==> src/logic/rmc_pkg.sv <==
// constants and types for the receive mode-command control word block
package rmc_pkg;
  localparam int          WORD_W        = 16;         // control word width
  localparam logic [4:0]  SA_MODE_LO    = 5'h00;      // mode subaddress zero
  localparam logic [4:0]  SA_MODE_HI    = 5'h1f;      // mode subaddress 31
  localparam logic [4:0]  RT_BCAST_ADDR = 5'h1f;      // broadcast terminal address
  localparam logic [4:0]  MC_DATA_LO    = 5'h10;      // first mode code carrying data
  localparam int          BIT_IXEQZ     = 15;         // index-zero irq enable (kept only)
  localparam int          BIT_IWA       = 14;         // irq on access enable
  localparam int          BIT_IBR       = 13;         // irq on broadcast rx enable
  localparam int          BIT_BUSY      = 12;         // force busy response
  localparam int          BIT_DESCRIPTOR_ACCESSED_FLAG      = 11;         // descriptor accessed flag
  localparam int          BIT_DPB       = 10;         // next buffer select
  localparam int          BIT_BCAST     = 9;          // broadcast received
  localparam int          BIT_PPON      = 8;          // ping-pong acknowledge
  localparam int          BIT_STOPP     = 3;          // stop ping-pong request
  localparam int          BIT_PINGPONG_SELECT      = 2;          // ping-pong select
  localparam logic [15:0] WORD_RESET    = 16'h0000;   // master reset value
  localparam logic [15:0] HOST_WR_ANY   = 16'hf008;   // bits writable any time
  localparam logic [15:0] HOST_WR_IDLE  = 16'h0004;   // bits writable when not executing
  typedef enum logic [2:0] {
    RMC_IDLE = 3'b001,                                // waiting for a command
    RMC_BUSY = 3'b010,                                // command in progress
    RMC_DONE = 3'b100                                 // completion bookkeeping
  } rmc_state_t;
endpackage : rmc_pkg

==> src/logic/rmc_cmd_decode.sv <==
// decoder that qualifies a 1553 command word for the receive mode control word
module rmc_cmd_decode (
  input  wire logic [15:0] cmd_word,        // received command word
  input  wire logic [4:0]  own_addr,        // this terminal's address
  input  wire logic        bcast_disable,   // broadcast commands treated invalid
  output logic             is_rx_mode,      // receive mode command for us
  output logic             is_bcast,        // valid broadcast receive mode command
  output logic             has_data         // mode code 16..31 (carries a data word)
);
  logic [4:0] addr;                          // terminal address field
  logic [4:0] sub;                           // subaddress field
  logic       addr_ok;                       // addressed to us or valid broadcast
  always_comb begin
    addr = cmd_word[15:11];
    sub  = cmd_word[9:5];
    is_bcast = (addr == rmc_pkg::RT_BCAST_ADDR) && !bcast_disable;
    addr_ok = (addr == own_addr) || is_bcast;
    is_rx_mode = addr_ok && !cmd_word[10] &&
                 ((sub == rmc_pkg::SA_MODE_LO) || (sub == rmc_pkg::SA_MODE_HI));
    is_bcast = is_bcast && is_rx_mode;
    has_data = cmd_word[4:0] >= rmc_pkg::MC_DATA_LO;
  end
endmodule : rmc_cmd_decode

==> src/logic/rmc_ctrl_word.sv <==
// receive mode-command descriptor control word with event, busy and ping-pong logic
// Function
// - apply word only to receive mode commands
// - access interrupt when both enables set and message error-free
// - broadcast interrupt when both enables set and message error-free
// - broadcast disable makes address 31 invalid
// - force busy answers this code busy
// - busy: no data store, no toggle
// - set accessed flag on message completion
// - accessed flag cleared by resets, reads
// - pointer picks buffer A or B
// - pointer inverts after error-free message
// - toggle hold keeps pointer on failures
// - resets clear the pointer
// - pointer ignored in indexed mode
module rmc_ctrl_word (
  input  wire logic        sys_clk,           // 50 MHz clock
  input  wire logic        sys_rst,           // sync reset, high
  input  wire logic        master_reset_pin,  // master reset, high, clears all
  input  wire logic        soft_reset_cmd,    // software reset pulse
  input  wire logic        host_rd,           // host read strobe of the word
  input  wire logic        host_wr,           // host write strobe of the word
  input  wire logic [15:0] host_wdata,        // host write data
  input  wire logic        exec_active,       // terminal executing
  input  wire logic        cmd_valid,         // pulse: new command word
  input  wire logic [15:0] cmd_word,          // command word
  input  wire logic [4:0]  own_addr,          // terminal address
  input  wire logic        msg_done,          // pulse: message processing complete
  input  wire logic        msg_error,         // with msg_done: illegal or failed
  input  wire logic        global_busy,       // global busy setting
  input  wire logic        gie_access,        // global access irq enable
  input  wire logic        gie_bcast,         // global broadcast irq enable
  input  wire logic        bcast_disable,     // broadcast commands invalid
  input  wire logic        buffer_toggle_hold,// keep pointer after failures
  output logic [15:0]      host_rdata,        // registered control word image
  output logic             busy_resp,         // busy bit for the status word
  output logic             use_buf_b,         // buffer B selected for message
  output logic             store_data_en,     // data word may be stored
  output logic             irq_access,        // pulse: access interrupt posted
  output logic             irq_bcast          // pulse: broadcast interrupt posted
);
  rmc_pkg::rmc_state_t state, next_state;     // message tracker
  logic [15:0] word, next_word;               // control word storage
  logic        bc_cmd, next_bc_cmd;           // latched broadcast flag
  logic        dat_cmd, next_dat_cmd;         // latched mode-code-with-data flag
  logic        next_busy_resp, next_use_buf_b, next_store_data_en;
  logic        next_irq_access, next_irq_bcast;
  logic        dec_rx, dec_bc, dec_data;      // decoder outputs
  logic        done_ev;                       // completion of our message

  rmc_cmd_decode u_dec (
    .cmd_word      (cmd_word),
    .own_addr      (own_addr),
    .bcast_disable (bcast_disable),
    .is_rx_mode    (dec_rx),
    .is_bcast      (dec_bc),
    .has_data      (dec_data)
  );

  // next-state and word update
  always_comb begin
    next_state = state;
    next_word = word;
    next_bc_cmd = bc_cmd;
    next_dat_cmd = dat_cmd;
    next_busy_resp = busy_resp;
    next_use_buf_b = use_buf_b;
    next_store_data_en = store_data_en;
    next_irq_access = 1'b0;
    next_irq_bcast = 1'b0;
    done_ev = 1'b0;
    // host writes: status bits 8-11 are never host writable
    if (host_wr) begin
      next_word = (word & ~rmc_pkg::HOST_WR_ANY) | (host_wdata & rmc_pkg::HOST_WR_ANY);
      if (!exec_active) begin
        next_word[rmc_pkg::BIT_PINGPONG_SELECT] = host_wdata[rmc_pkg::BIT_PINGPONG_SELECT];
      end
    end
    if (host_rd) begin
      next_word[rmc_pkg::BIT_DESCRIPTOR_ACCESSED_FLAG] = 1'b0;
    end
    // ping-pong ack follows select and stop request
    next_word[rmc_pkg::BIT_PPON] = word[rmc_pkg::BIT_PINGPONG_SELECT] && !word[rmc_pkg::BIT_STOPP];
    case (state)
      rmc_pkg::RMC_IDLE: begin
        if (cmd_valid && dec_rx) begin
          next_bc_cmd = dec_bc;
          next_dat_cmd = dec_data;
          next_busy_resp = global_busy || word[rmc_pkg::BIT_BUSY];
          next_use_buf_b = word[rmc_pkg::BIT_PINGPONG_SELECT] && word[rmc_pkg::BIT_DPB];
          next_store_data_en = dec_data && !(global_busy || word[rmc_pkg::BIT_BUSY]);
          next_state = rmc_pkg::RMC_BUSY;
        end
      end
      rmc_pkg::RMC_BUSY: begin
        if (msg_done) begin
          done_ev = 1'b1;
          next_state = rmc_pkg::RMC_DONE;
        end
      end
      rmc_pkg::RMC_DONE: begin
        next_busy_resp = 1'b0;
        next_store_data_en = 1'b0;
        next_state = rmc_pkg::RMC_IDLE;
      end
      default: begin
        next_state = rmc_pkg::RMC_IDLE;
      end
    endcase
    if (done_ev) begin
      // set accessed; set wins over read clear
      next_word[rmc_pkg::BIT_DESCRIPTOR_ACCESSED_FLAG] = 1'b1;
      if (bc_cmd) begin
        next_word[rmc_pkg::BIT_BCAST] = 1'b1;
      end
      next_irq_access = gie_access && word[rmc_pkg::BIT_IWA] && !msg_error;
      next_irq_bcast = gie_bcast && word[rmc_pkg::BIT_IBR] && bc_cmd && !msg_error;
      // toggle; not under busy; hold on failure
      if (word[rmc_pkg::BIT_PINGPONG_SELECT] && word[rmc_pkg::BIT_PPON] && !busy_resp &&
          !(msg_error && buffer_toggle_hold)) begin
        next_word[rmc_pkg::BIT_DPB] = !word[rmc_pkg::BIT_DPB];
      end
    end
    // soft reset clears accessed and broadcast flags; pointer too
    if (soft_reset_cmd) begin
      next_word[rmc_pkg::BIT_DESCRIPTOR_ACCESSED_FLAG] = 1'b0;
      next_word[rmc_pkg::BIT_DPB] = 1'b0;
      next_word[rmc_pkg::BIT_BCAST] = 1'b0;
    end
  end

  // registers; master reset clears whole word
  always_ff @(posedge sys_clk) begin
    if (sys_rst || master_reset_pin) begin
      state <= rmc_pkg::RMC_IDLE;
      word <= rmc_pkg::WORD_RESET;
      bc_cmd <= 1'b0;
      dat_cmd <= 1'b0;
      busy_resp <= 1'b0;
      use_buf_b <= 1'b0;
      store_data_en <= 1'b0;
      irq_access <= 1'b0;
      irq_bcast <= 1'b0;
      host_rdata <= rmc_pkg::WORD_RESET;
    end else begin
      state <= next_state;
      word <= next_word;
      bc_cmd <= next_bc_cmd;
      dat_cmd <= next_dat_cmd;
      busy_resp <= next_busy_resp;
      use_buf_b <= next_use_buf_b;
      store_data_en <= next_store_data_en;
      irq_access <= next_irq_access;
      irq_bcast <= next_irq_bcast;
      host_rdata <= next_word;
    end
  end

  // checks
  property p_descriptor_accessed_flag_set;
    @(posedge sys_clk) disable iff (sys_rst || master_reset_pin)
      (state == rmc_pkg::RMC_BUSY && msg_done && !soft_reset_cmd) |=> word[rmc_pkg::BIT_DESCRIPTOR_ACCESSED_FLAG];
  endproperty
  a_descriptor_accessed_flag_set: assert property (p_descriptor_accessed_flag_set) else $error("accessed flag not set");
  property p_descriptor_accessed_flag_rdclr;
    @(posedge sys_clk) disable iff (sys_rst || master_reset_pin)
      (host_rd && !(state == rmc_pkg::RMC_BUSY && msg_done)) |=> !word[rmc_pkg::BIT_DESCRIPTOR_ACCESSED_FLAG];
  endproperty
  a_descriptor_accessed_flag_rdclr: assert property (p_descriptor_accessed_flag_rdclr) else $error("read did not clear flag");
  property p_soft_reset_cmd;
    @(posedge sys_clk) disable iff (sys_rst || master_reset_pin)
      soft_reset_cmd |=> !word[rmc_pkg::BIT_DPB] && !word[rmc_pkg::BIT_BCAST];
  endproperty
  a_soft_reset_cmd: assert property (p_soft_reset_cmd) else $error("soft reset left status");
  property p_busy;
    @(posedge sys_clk) disable iff (sys_rst || master_reset_pin)
      (state == rmc_pkg::RMC_IDLE && cmd_valid && dec_rx && word[rmc_pkg::BIT_BUSY]) |=> busy_resp && !store_data_en;
  endproperty
  a_busy: assert property (p_busy) else $error("force busy ignored");
  property p_no_toggle_busy;
    @(posedge sys_clk) disable iff (sys_rst || master_reset_pin)
      (state == rmc_pkg::RMC_BUSY && msg_done && busy_resp && !soft_reset_cmd) |=> $stable(word[rmc_pkg::BIT_DPB]);
  endproperty
  a_no_toggle_busy: assert property (p_no_toggle_busy) else $error("pointer toggled under busy");
  property p_toggle;
    @(posedge sys_clk) disable iff (sys_rst || master_reset_pin)
      (state == rmc_pkg::RMC_BUSY && msg_done && !msg_error && !busy_resp && !soft_reset_cmd &&
       word[rmc_pkg::BIT_PINGPONG_SELECT] && word[rmc_pkg::BIT_PPON]) |=> word[rmc_pkg::BIT_DPB] != $past(word[rmc_pkg::BIT_DPB]);
  endproperty
  a_toggle: assert property (p_toggle) else $error("pointer not inverted");
  property p_hold;
    @(posedge sys_clk) disable iff (sys_rst || master_reset_pin)
      (state == rmc_pkg::RMC_BUSY && msg_done && msg_error && buffer_toggle_hold && !soft_reset_cmd) |=>
        $stable(word[rmc_pkg::BIT_DPB]);
  endproperty
  a_hold: assert property (p_hold) else $error("pointer moved on failure");
  property p_irq;
    @(posedge sys_clk) disable iff (sys_rst || master_reset_pin)
      (state == rmc_pkg::RMC_BUSY && msg_done && !msg_error && gie_access && word[rmc_pkg::BIT_IWA]) |=> irq_access;
  endproperty
  a_irq: assert property (p_irq) else $error("access irq missing");
  property p_irqb;
    @(posedge sys_clk) disable iff (sys_rst || master_reset_pin)
      irq_bcast |-> $past(bc_cmd) && $past(word[rmc_pkg::BIT_IBR]) && $past(gie_bcast);
  endproperty
  a_irqb: assert property (p_irqb) else $error("bad broadcast irq");
  property p_bufsel;
    @(posedge sys_clk) disable iff (sys_rst || master_reset_pin)
      (state == rmc_pkg::RMC_IDLE && cmd_valid && dec_rx) |=> use_buf_b == ($past(word[rmc_pkg::BIT_PINGPONG_SELECT]) && $past(word[rmc_pkg::BIT_DPB]));
  endproperty
  a_bufsel: assert property (p_bufsel) else $error("wrong buffer");
  c_msg: cover property (@(posedge sys_clk) disable iff (sys_rst) state == rmc_pkg::RMC_BUSY ##[1:50] msg_done);
  c_irq: cover property (@(posedge sys_clk) disable iff (sys_rst) irq_access);
  c_bc: cover property (@(posedge sys_clk) disable iff (sys_rst) irq_bcast);
endmodule : rmc_ctrl_word

==> config.mk <==
export PLATFORM = sky130hd
export DESIGN_NAME = rmc_ctrl_word
export DESIGN_NICKNAME = d
export VERILOG_FILES = /design/src/logic/rmc_pkg.sv /design/src/logic/rmc_cmd_decode.sv /design/src/logic/rmc_ctrl_word.sv
export SDC_FILE = /design/constraint.sdc
export NUM_CORES = 1
export LEC_CHECK = 0
export BUFFER_PORTS_ARGS = -buffer_cell sky130_fd_sc_hd__buf_2
export CAP_MARGIN = 20
export CORE_MARGIN = 5
export CORE_UTILIZATION = 30
export DETAILED_ROUTE_END_ITERATION = 10
export PLACE_DENSITY_LB_ADDON = 0.15
export SLEW_MARGIN = 10
export SYNTH_ARGS = -nofsm -noshare
export SYNTH_HDL_FRONTEND = slang
export SYNTH_SLANG_ARGS = --single-unit
==> constraint.sdc <==
create_clock -name sys_clk -period 1.8 [get_ports sys_clk]
set_clock_uncertainty 0.1 [all_clocks]
set_input_delay 0.18 -clock sys_clk [delete_from_list [all_inputs] [get_ports sys_clk]]
set_output_delay 0.18 -clock sys_clk [all_outputs]
set_load 0.02 [all_outputs]
Yosys cells after proc, flatten, opt, wreduce, memory -nomap -nowiden
Cells that the tools add are included.

word-level totals
  input port bits = 52
  logic and storage cells = 74
  memories = 0
  output and inout port bits = 21
  bits in read-only memories = 0
  memory bits (writable) = 0
  flip-flop bits (word level) = 25
  latch bits = 0

operators by class
  reductions and logical operators = 37
  equality and inequality tests = 8
  multipliers = 0
  shift-type cells = 0
  add/sub/neg operators = 0
  mux-type cells = 15
  divide/modulo/power cells = 0
  $lt $le $gt $ge = 1
  bitwise logic cells = 2

operators by type and width
  operator                                        count
  logical AND 1 bit                               17
  OR 12 x 16 -> 16 bit                            1
  two-way mux 12 bit                              1
  == test 5 bit (second input constant)           2
  two-way mux 3 bit                               3
  zero test 1 bit                                 8
  two-way mux 1 bit                               8
  one-hot mux 3 bit (2 select lines)              1
  AND reduction 2 bit                             3
  == test 5 bit                                   1
  >= comparator 5 bit (second input constant)     1
  zero test 5 bit                                 1
  logical OR 1 bit                                4
  != test 2 bit (second input constant)           2
  one-hot mux 1 bit (2 select lines)              2
  OR reduction 2 bit                              2
  == test 3 x 1 -> 1 bit (second input constant)  1
  == test 3 x 2 -> 1 bit (second input constant)  1
  == test 3 bit (second input constant)           1
  nonzero test 3 bit                              1
  nonzero test 2 bit                              1
  NOT 1 bit                                       1

Depth between registers and ports, before layout
Gate-level depths: netlist of run 1.

  depth in word-level cells = 8
  depth in mapped cells = 5
  gate-level depth less buffers = 5

By module
A second synthesis of run 1 with hierarchy kept.

unflattened totals
  cells, all modules = 97
  area total of the unflattened synthesis = 948.4 um2

modules (own cells, without submodules)
  module          cells an instance  area each (um2)  times used  seq. area each (um2)
  rmc_ctrl_word   81                 835.8            1           380.4
  rmc_cmd_decode  16                 112.6            1           0.0

Worst setup path before layout of run 1
Ideal clock, no wire load.

  path kind = input -> register
  from = input cmd_word[5]
  to = register busy_resp
  cell stages on the path = 5
  buffers on the path = 0
  arrival time = 1.239 ns
  slack = 0.333 ns
  cell sequence = or4_1 > mux2i_1 > nand2_1 > nor4_1 > nor3_1

between the ends
  longest elaborated chain between the ends = 6
  elaborated cells on any way between the ends = 7
  classes of those cells = eq/ne: 2; reduce/logical: 5

ends and longest elaborated chain
  element                                                  RTL line              RTL
  start: declaration                                       rmc_ctrl_word.sv:26   input wire logic [15:0] cmd_word,
  == test 5 bit / zero test 5 bit (equally long branches)  rmc_cmd_decode.sv:19  ((sub == rmc_pkg::SA_MODE_LO) || (sub == rmc_pkg::SA_MODE_HI));
  logical OR 1 bit *                                       rmc_cmd_decode.sv:19
  logical AND 1 bit *                                      rmc_cmd_decode.sv:18  is_rx_mode = addr_ok && !cmd_word[10] &&
  logical AND 1 bit *                                      rmc_ctrl_word.sv:86   if (cmd_valid && dec_rx) begin
  != test 2 bit (no source line) *                         --
  AND reduction 2 bit (no source line) *                   --
  end signal: assignment                                   rmc_ctrl_word.sv:150  busy_resp <= next_busy_resp;
  end: declaration                                         rmc_ctrl_word.sv:36   output logic busy_resp,

Mark *: on every way between the ends. The rest lies on a longest branch, timed or not.
A chain may end at the register's enable or synchronous reset.

Final worst setup path of run 1
  from = register state[0]
  to = register word[10]

between the ends
  longest elaborated chain between the ends = 3

ends and longest elaborated chain
  element                   RTL line              RTL
  start: declaration        rmc_ctrl_word.sv:42   rmc_pkg::rmc_state_t state, next_state;
  start signal: assignment  rmc_ctrl_word.sv:135  state <= rmc_pkg::RMC_IDLE;
  start signal: assignment  rmc_ctrl_word.sv:146  state <= next_state;
  == test 3 x 2 -> 1 bit    rmc_ctrl_word.sv:84   case (state)
  two-way mux 1 bit         rmc_ctrl_word.sv:84
  two-way mux 3 bit         rmc_ctrl_word.sv:110  if (done_ev) begin
  end signal: assignment    rmc_ctrl_word.sv:136  word <= rmc_pkg::WORD_RESET;
  end signal: assignment    rmc_ctrl_word.sv:147  word <= next_word;
  end: declaration          rmc_ctrl_word.sv:43   logic [15:0] word, next_word;

No other way between the ends.

==> summary.txt, run 1 <==
Total Neg Setup Slack: 0 ps
Worst path max stage delay: 370 ps
GR Overflow Total: 0
Post-route DRC: 0
Fill cells: 317
Vias: 868
Final ANT Viol Nets: 0
Largest net degree at the start of global routing: 15
Number of cell rows: 20
CTS buffer count: 3
Detailed Routing Iterations Pass 1: 2
Core Util, Final: 0.4097
Critical Path End Type: flop
Placed cells: 181
# setup viols final: 0
RSZ-0062 raised after global routing: false
CP Cell Sequence: and2b_1 -> nand3_2 -> a2111oi_2 -> xnor2_1 -> nor3_1
Total Power: 0.7508 mW
Critical path's slowest cell: a2111oi_2
Post-synthesis register bit count: 19
Fin area: 1220 um2
Antenna fix cells: 0
WP buf/inv: 0
DIE AREA: 4233 um2
Skew-Pair Late Insertion Delay: 290 ps
Commonest non-fill, non-tap cell in the layout: buf_2
FFs w/ async S/R, synth: 0
Most frequent cells in the layout: 52 x buf_2, 19 x dfxtp_1, 11 x nor2_1, 8 x mux2i_1
Fin. max-slew vios: 0
Main flop type after synthesis: dfxtp_1
Global-route wire length before repair: 3505 um
CP Data Arrival Time: 1580 ps
Initial Utilization: 0.3055
Fmax achieved: 0.6684 GHz
Post-Syn Instances: 100
Share of cells above drive strength 1: 0.4156
Pwr dens: 615.4 nW/um2
Deepest level of the CTS H-tree: 1
Maxcap violations: 0
Final Cycle Share: 0.8312
Clock sinks: 19
Ys Warns: 0
Syn avg cell area: 9.096 um2
Slew @ Worst Pin: 533.8 ps
Crit path max fanout: 4
Post-CTS sizing: 0
Sequential fraction of the synthesis area: 0.4182
GR Util All Layers: 0.1067
Vias/cell: 4.642
CTS Root Cell: clkbuf_4
DP Worst Slack: 95.62 ps
Clock transition at the registers of the reported paths: 100 ps
Core area: 2978 um2
Drt initial violations: 17
Routed Wire Length: 2172 um
HPWL after DPL: 1831 um
Crit start category: flop
IR drop worst, VDD: 0.0002940 V
Cell family with most CP delay: simple AND/OR/NAND/NOR gates
Die Span X: 65.07 um
Mapped cell area: 909.6 um2
EDFF count, synth: 0
Finished Layout Cells: 187
Final min period: 1496 ps
Nets: 207
WS Path Type: flop to flop
CTS tree: built
Initial antenna violation count: 0
Avg WL per Cell: 11.61 um
Critical Path RT: 1890 ps
Fin worst setup slack: 303.8 ps
Area Growth Syn to Fin: 34.11%
Die H: 65.07 um
Number of port buffers: 52
Io pins: 73
Max clock buf depth: 2
Post-Place Cell Area: 1174 um2
Vias in the first global route: 820
LEAKAGE: 0.5711 nW
Max_slew headroom: 0.6425
Final count of hold timing violations: 0
HP Class: input port to flop
Final hold slack: 16.23 ps
Synth unique cells: 33
Status: complete, no violations
Placer Congestion: 0.7925
power by group:
part | total, mW | internal (mW) | switching [mW]
combinational | 0.114 | 0.0550 | 0.0590
sequential | 0.427 | 0.424 | 0.00280
clock | 0.209 | 0.0863 | 0.123
cells in the mapped netlist, types with 3 or more instances:
cell type | n | area share
xnor2_1 | 3 | 0.029
nand4_1 | 3 | 0.021
mux2i_1 | 8 | 0.088
clkbuf_1 | 3 | 0.012
nor2_1 | 11 | 0.045
buf_4 | 6 | 0.050
nor3_1 | 6 | 0.033
o31ai_1 | 3 | 0.025
a21oi_1 | 4 | 0.022
nand2_1 | 3 | 0.012
dfxtp_1 | 19 | 0.42
xor2_1 | 3 | 0.029
worst min-delay path, stage by stage:
cell and delay [ps]:
buf_2 80, mux2i_1 50, nor2_1 70
final timing paths:
check,start,depth (start not counted),end,slack (ps)
worst min-delay path,host_wdata[3],3,word[3]$_SDFFE_PP0P_,20
worst max-delay path,state[0]$_SDFFE_PP1P_,5,word[10]$_SDFFE_PP0P_,300
worst min register to register,word[3]$_SDFFE_PP0P_,1,word[8]$_SDFF_PP0_,350
worst max register to register,state[0]$_SDFFE_PP1P_,5,word[10]$_SDFFE_PP0P_,300
per-layer routing:
layer	vias up	routed length, um	track usage
met3	2	186	0.05026
met1	390	865	0.1162
met2	25	1095	0.1839
met5	-	0	0
li1	451	-	-
met4	0	24	0.03109
cell families (layout without fill, tap and decap cells):
logic type / count (synthesis) / after routing / synth area share
AND/OR/NAND/NOR: 41 / 41 / 0.2572
flip-flops: 19 / 19 / 0.4182
AO/OA/AOI/OAI: 13 / 13 / 0.1004
buffers and inverters: 12 / 61 / 0.07427
multiplexers: 8 / 8 / 0.08804
XOR/XNOR: 6 / 6 / 0.05778
other: 1 / 6 / 0.004123
area by class of cell:
class                   instances  area [um2]  share of cell area
multi-input cells              74       480.5              0.3938
flip-flops and latches         19       380.4              0.3118
repair buffers                 54       280.3              0.2297
well taps                      33       41.29             0.03385
clock buffers                   4       26.28             0.02154
inverters                       3       11.26            0.009231
flip-flops by register name, indices dropped and copies added (netlist names):
name and count:
word 10, state 3, bc_cmd 1, busy_resp 1, irq_access 1, irq_bcast 1
store_data_en 1, use_buf_b 1
what timing repair did:
item	4_1_cts	5_1_grt
buffers inserted	0	0
hold endpoints to repair	3	1
hold buffers	1	1
Power figures use the tool's default switching activity.
==> run 2: changes to the inputs <==
Clock period 1.8 ns to 1.31 ns, I/O delays scaled along.
==> run 2 against run 1 <==
Against the previous run: the flow now finishes with violations (setup timing); highest routed layer is now met3; routed wire length increased by 17%; global-route usage increased by 1.7 points; final cell count increased by 7.5%; count of clock-buffer cells in the layout decreased by 1; critical endpoint is now store_data_en$_SDFFE_PP0P_; largest cell class unchanged; sequential cell count unchanged; sequential power increased by 37%; via count increased by 9.4%; register-to-register slack got worse by 290 ps; clock power increased by 44%; worst setup slack got worse by 310 ps; worst hold slack improved by 20 ps.
==> summary.txt, run 2 (same netlist as run 1, synthesis figures left out) <==
HPWL after DPL: 1974 um
Met2 WL post-DR: 1340 um
Max reg flops: 10
Clock Power Share: 0.278
CTS Root Cell: clkbuf_4
Area Growth Syn to Fin: 58.05%
Critical Path End Type: flop
Crit path capture: store_data_en$_SDFFE_PP0P_
CTS tree: built
Worst path max stage delay: 520 ps
Antenna fix cells: 0
Sw Ratio: 0.2663
Clock transition at the registers of the reported paths: 110 ps
Largest net degree at the start of global routing: 14
Max clock buf depth: 2
Max_slew headroom: 0.6273
Share of total power in combinational logic: 0.177
Vias/cell: 4.726
Share of cells above drive strength 1: 0.5179
Pwr dens: 750.4 nW/um2
Routed Wire Length: 2548 um
Final min period: 1319 ps
IR drop worst, VDD: 0.0004895 V
CP Data Arrival Time: 1400 ps
Final count of hold timing violations: 0
Max Used Layer: met3
Vias in the first global route: 1015
Fin worst setup slack: -9.259 ps
Post-route DRC: 0
Crit. path cell count: 6
LEAKAGE: 0.6522 nW
Io pins: 73
Initial antenna violation count: 0
Critical path's slowest cell: or4_4
Vias: 950
R2r endpoint: store_data_en$_SDFFE_PP0P_
Cell family with most CP delay: simple AND/OR/NAND/NOR gates
Die Span X: 65.07 um
Core area: 2978 um2
Reg2Reg Setup Slack: 10 ps
Number of cell rows: 20
Die H: 65.07 um
Switching Power: 0.2873 mW
Critical path launch point: cmd_word[5]
Top reg by flops: word
WL met3: 191 um
WP buf/inv: 1
Reg-to-Reg Start: state[0]$_SDFFE_PP1P_
Placer Congestion: 0.7910
Setup Buffers After CTS: 0
Final ANT Viol Nets: 0
Most frequent cells in the layout: 52 x buf_2, 16 x dfxtp_1, 10 x nor2_1, 9 x dlygate4sd3_1
CP Cell Sequence: buf_2 -> or4_4 -> mux2i_2 -> nand2_4 -> o31ai_2 -> a21oi_1
Critical Path RT: 1390 ps
Fmax achieved: 0.7580 GHz
Status: complete, but fails checks
Final Cycle Share: 1.007
Met1 WL: 1017 um
Commonest non-fill, non-tap cell in the layout: buf_2
WS Path Type: input port to flop
Global-route wire length before repair: 4188 um
Reg2reg path depth: 5
Failing checks: setup timing
DIE AREA: 4233 um2
Crit path max fanout: 5
Number of port buffers: 52
Slew @ Worst Pin: 557.3 ps
# setup viols final: 2
Skew-Pair Late Insertion Delay: 300 ps
Clock sinks: 19
Initial Utilization: 0.3055
Avg WL per Cell: 12.68 um
Sequential share of power: 0.544
Crit start category: input port
P_int: 0.7916 mW
GR Util All Layers: 0.1240
GR Overflow Total: 0
RSZ-0062 raised after global routing: true
Maxcap violations: 0
HP Class: input port to flop
Drt initial violations: 17
Detailed Routing Iterations Pass 1: 2
Finished Layout Cells: 201
Placed cells: 188
DP Worst Slack: -292.2 ps
Nets: 221
CTS buffer count: 3
Largest registers: word: 10 flops, state: 3 flops
Deepest level of the CTS H-tree: 1
Fin. max-slew vios: 0
## run 2: cell count changes in the layout (fill, tap and decap cells not counted), sizes merged
cell	before	now
buf	52	59
dlygate4sd3	2	9
clkbuf	4	3
clkinv	0	1
## run 2: cell type report
type / instances / area [um2]
Fill cell: 334 / 1540
Multi-Input combinational cell: 74 / 570.5
Timing Repair Buffer: 68 / 402.9
Sequential cell: 19 / 384.1
Tap cell: 33 / 41.29
Clock buffer: 3 / 22.52
Inverter: 3 / 11.26
Clock inverter: 1 / 5.005
## run 2: worst min path at each step
| stage | from | endpoint | slack [ps] | cells after the start |
|---|---|---|---|---|
| after CTS | sys_rst | use_buf_b$_SDFFE_PP0P_ | 30 | 4 |
| after detailed placement | soft_reset_cmd | word[10]$_SDFFE_PP0P_ | 250 | 2 |
| after global routing | sys_rst | use_buf_b$_SDFFE_PP0P_ | 50 | 4 |
| final | host_rd | word[11]$_SDFFE_PP0P_ | 40 | 4 |
| after global placement | soft_reset_cmd | word[10]$_SDFFE_PP0P_ | 250 | 2 |
| after floorplan | soft_reset_cmd | word[10]$_SDFFE_PP0P_ | 110 | 1 |
## run 2: timing repair
item	4_1_cts	5_1_grt
resized for setup	1	18
pin swaps	4	8
hold buffers	9	0
hold endpoints to repair	11	0
endpoints found under the setup margin	3	10
## run 2: power groups by stage
stage | sequential, mW | combinational [mW] | clock, mW
floorplan | 0.608 | 0.0853 | 0
global placement | 0.600 | 0.156 | 0
detailed placement | 0.601 | 0.159 | 0
CTS | 0.588 | 0.180 | 0.315
global route | 0.589 | 0.211 | 0.335
finish | 0.587 | 0.191 | 0.300
## run 2: worst register-to-register path: stages (launching register included)
cell and delay [ps]:
dfxtp_2 340, buf_4 100, and4bb_2 260, nand2_4 100, o31ai_2 190, a21oi_1 90
## run 2: layer usage
layer / track usage / vias up
li1: - / 477
met5: 0 / -
met3: 0.04506 / 0
met4: 0.01554 / 0
met1: 0.1414 / 445
met2: 0.2261 / 28
## run 2: through the flow
| stage | TNS (ps) | hold WS [ps] | area (um2) | total power [mW] | util |
|---|---|---|---|---|---|
| after global routing | -250.7 | 50.65 | 1438 | 1.135 | 0.4828 |
| after detailed placement | -1656 | 252.5 | 1240 | 0.7598 | 0.4164 |
| after global placement | -1483 | 252.1 | 1240 | 0.7567 | 0.4164 |
| final | -10.98 | 36.35 | 1438 | 1.079 | 0.4828 |
| after floorplan | -367.9 | 108.4 | 942.2 | 0.6930 | - |
| after CTS | 0 | 34.23 | 1359 | 1.083 | 0.4563 |
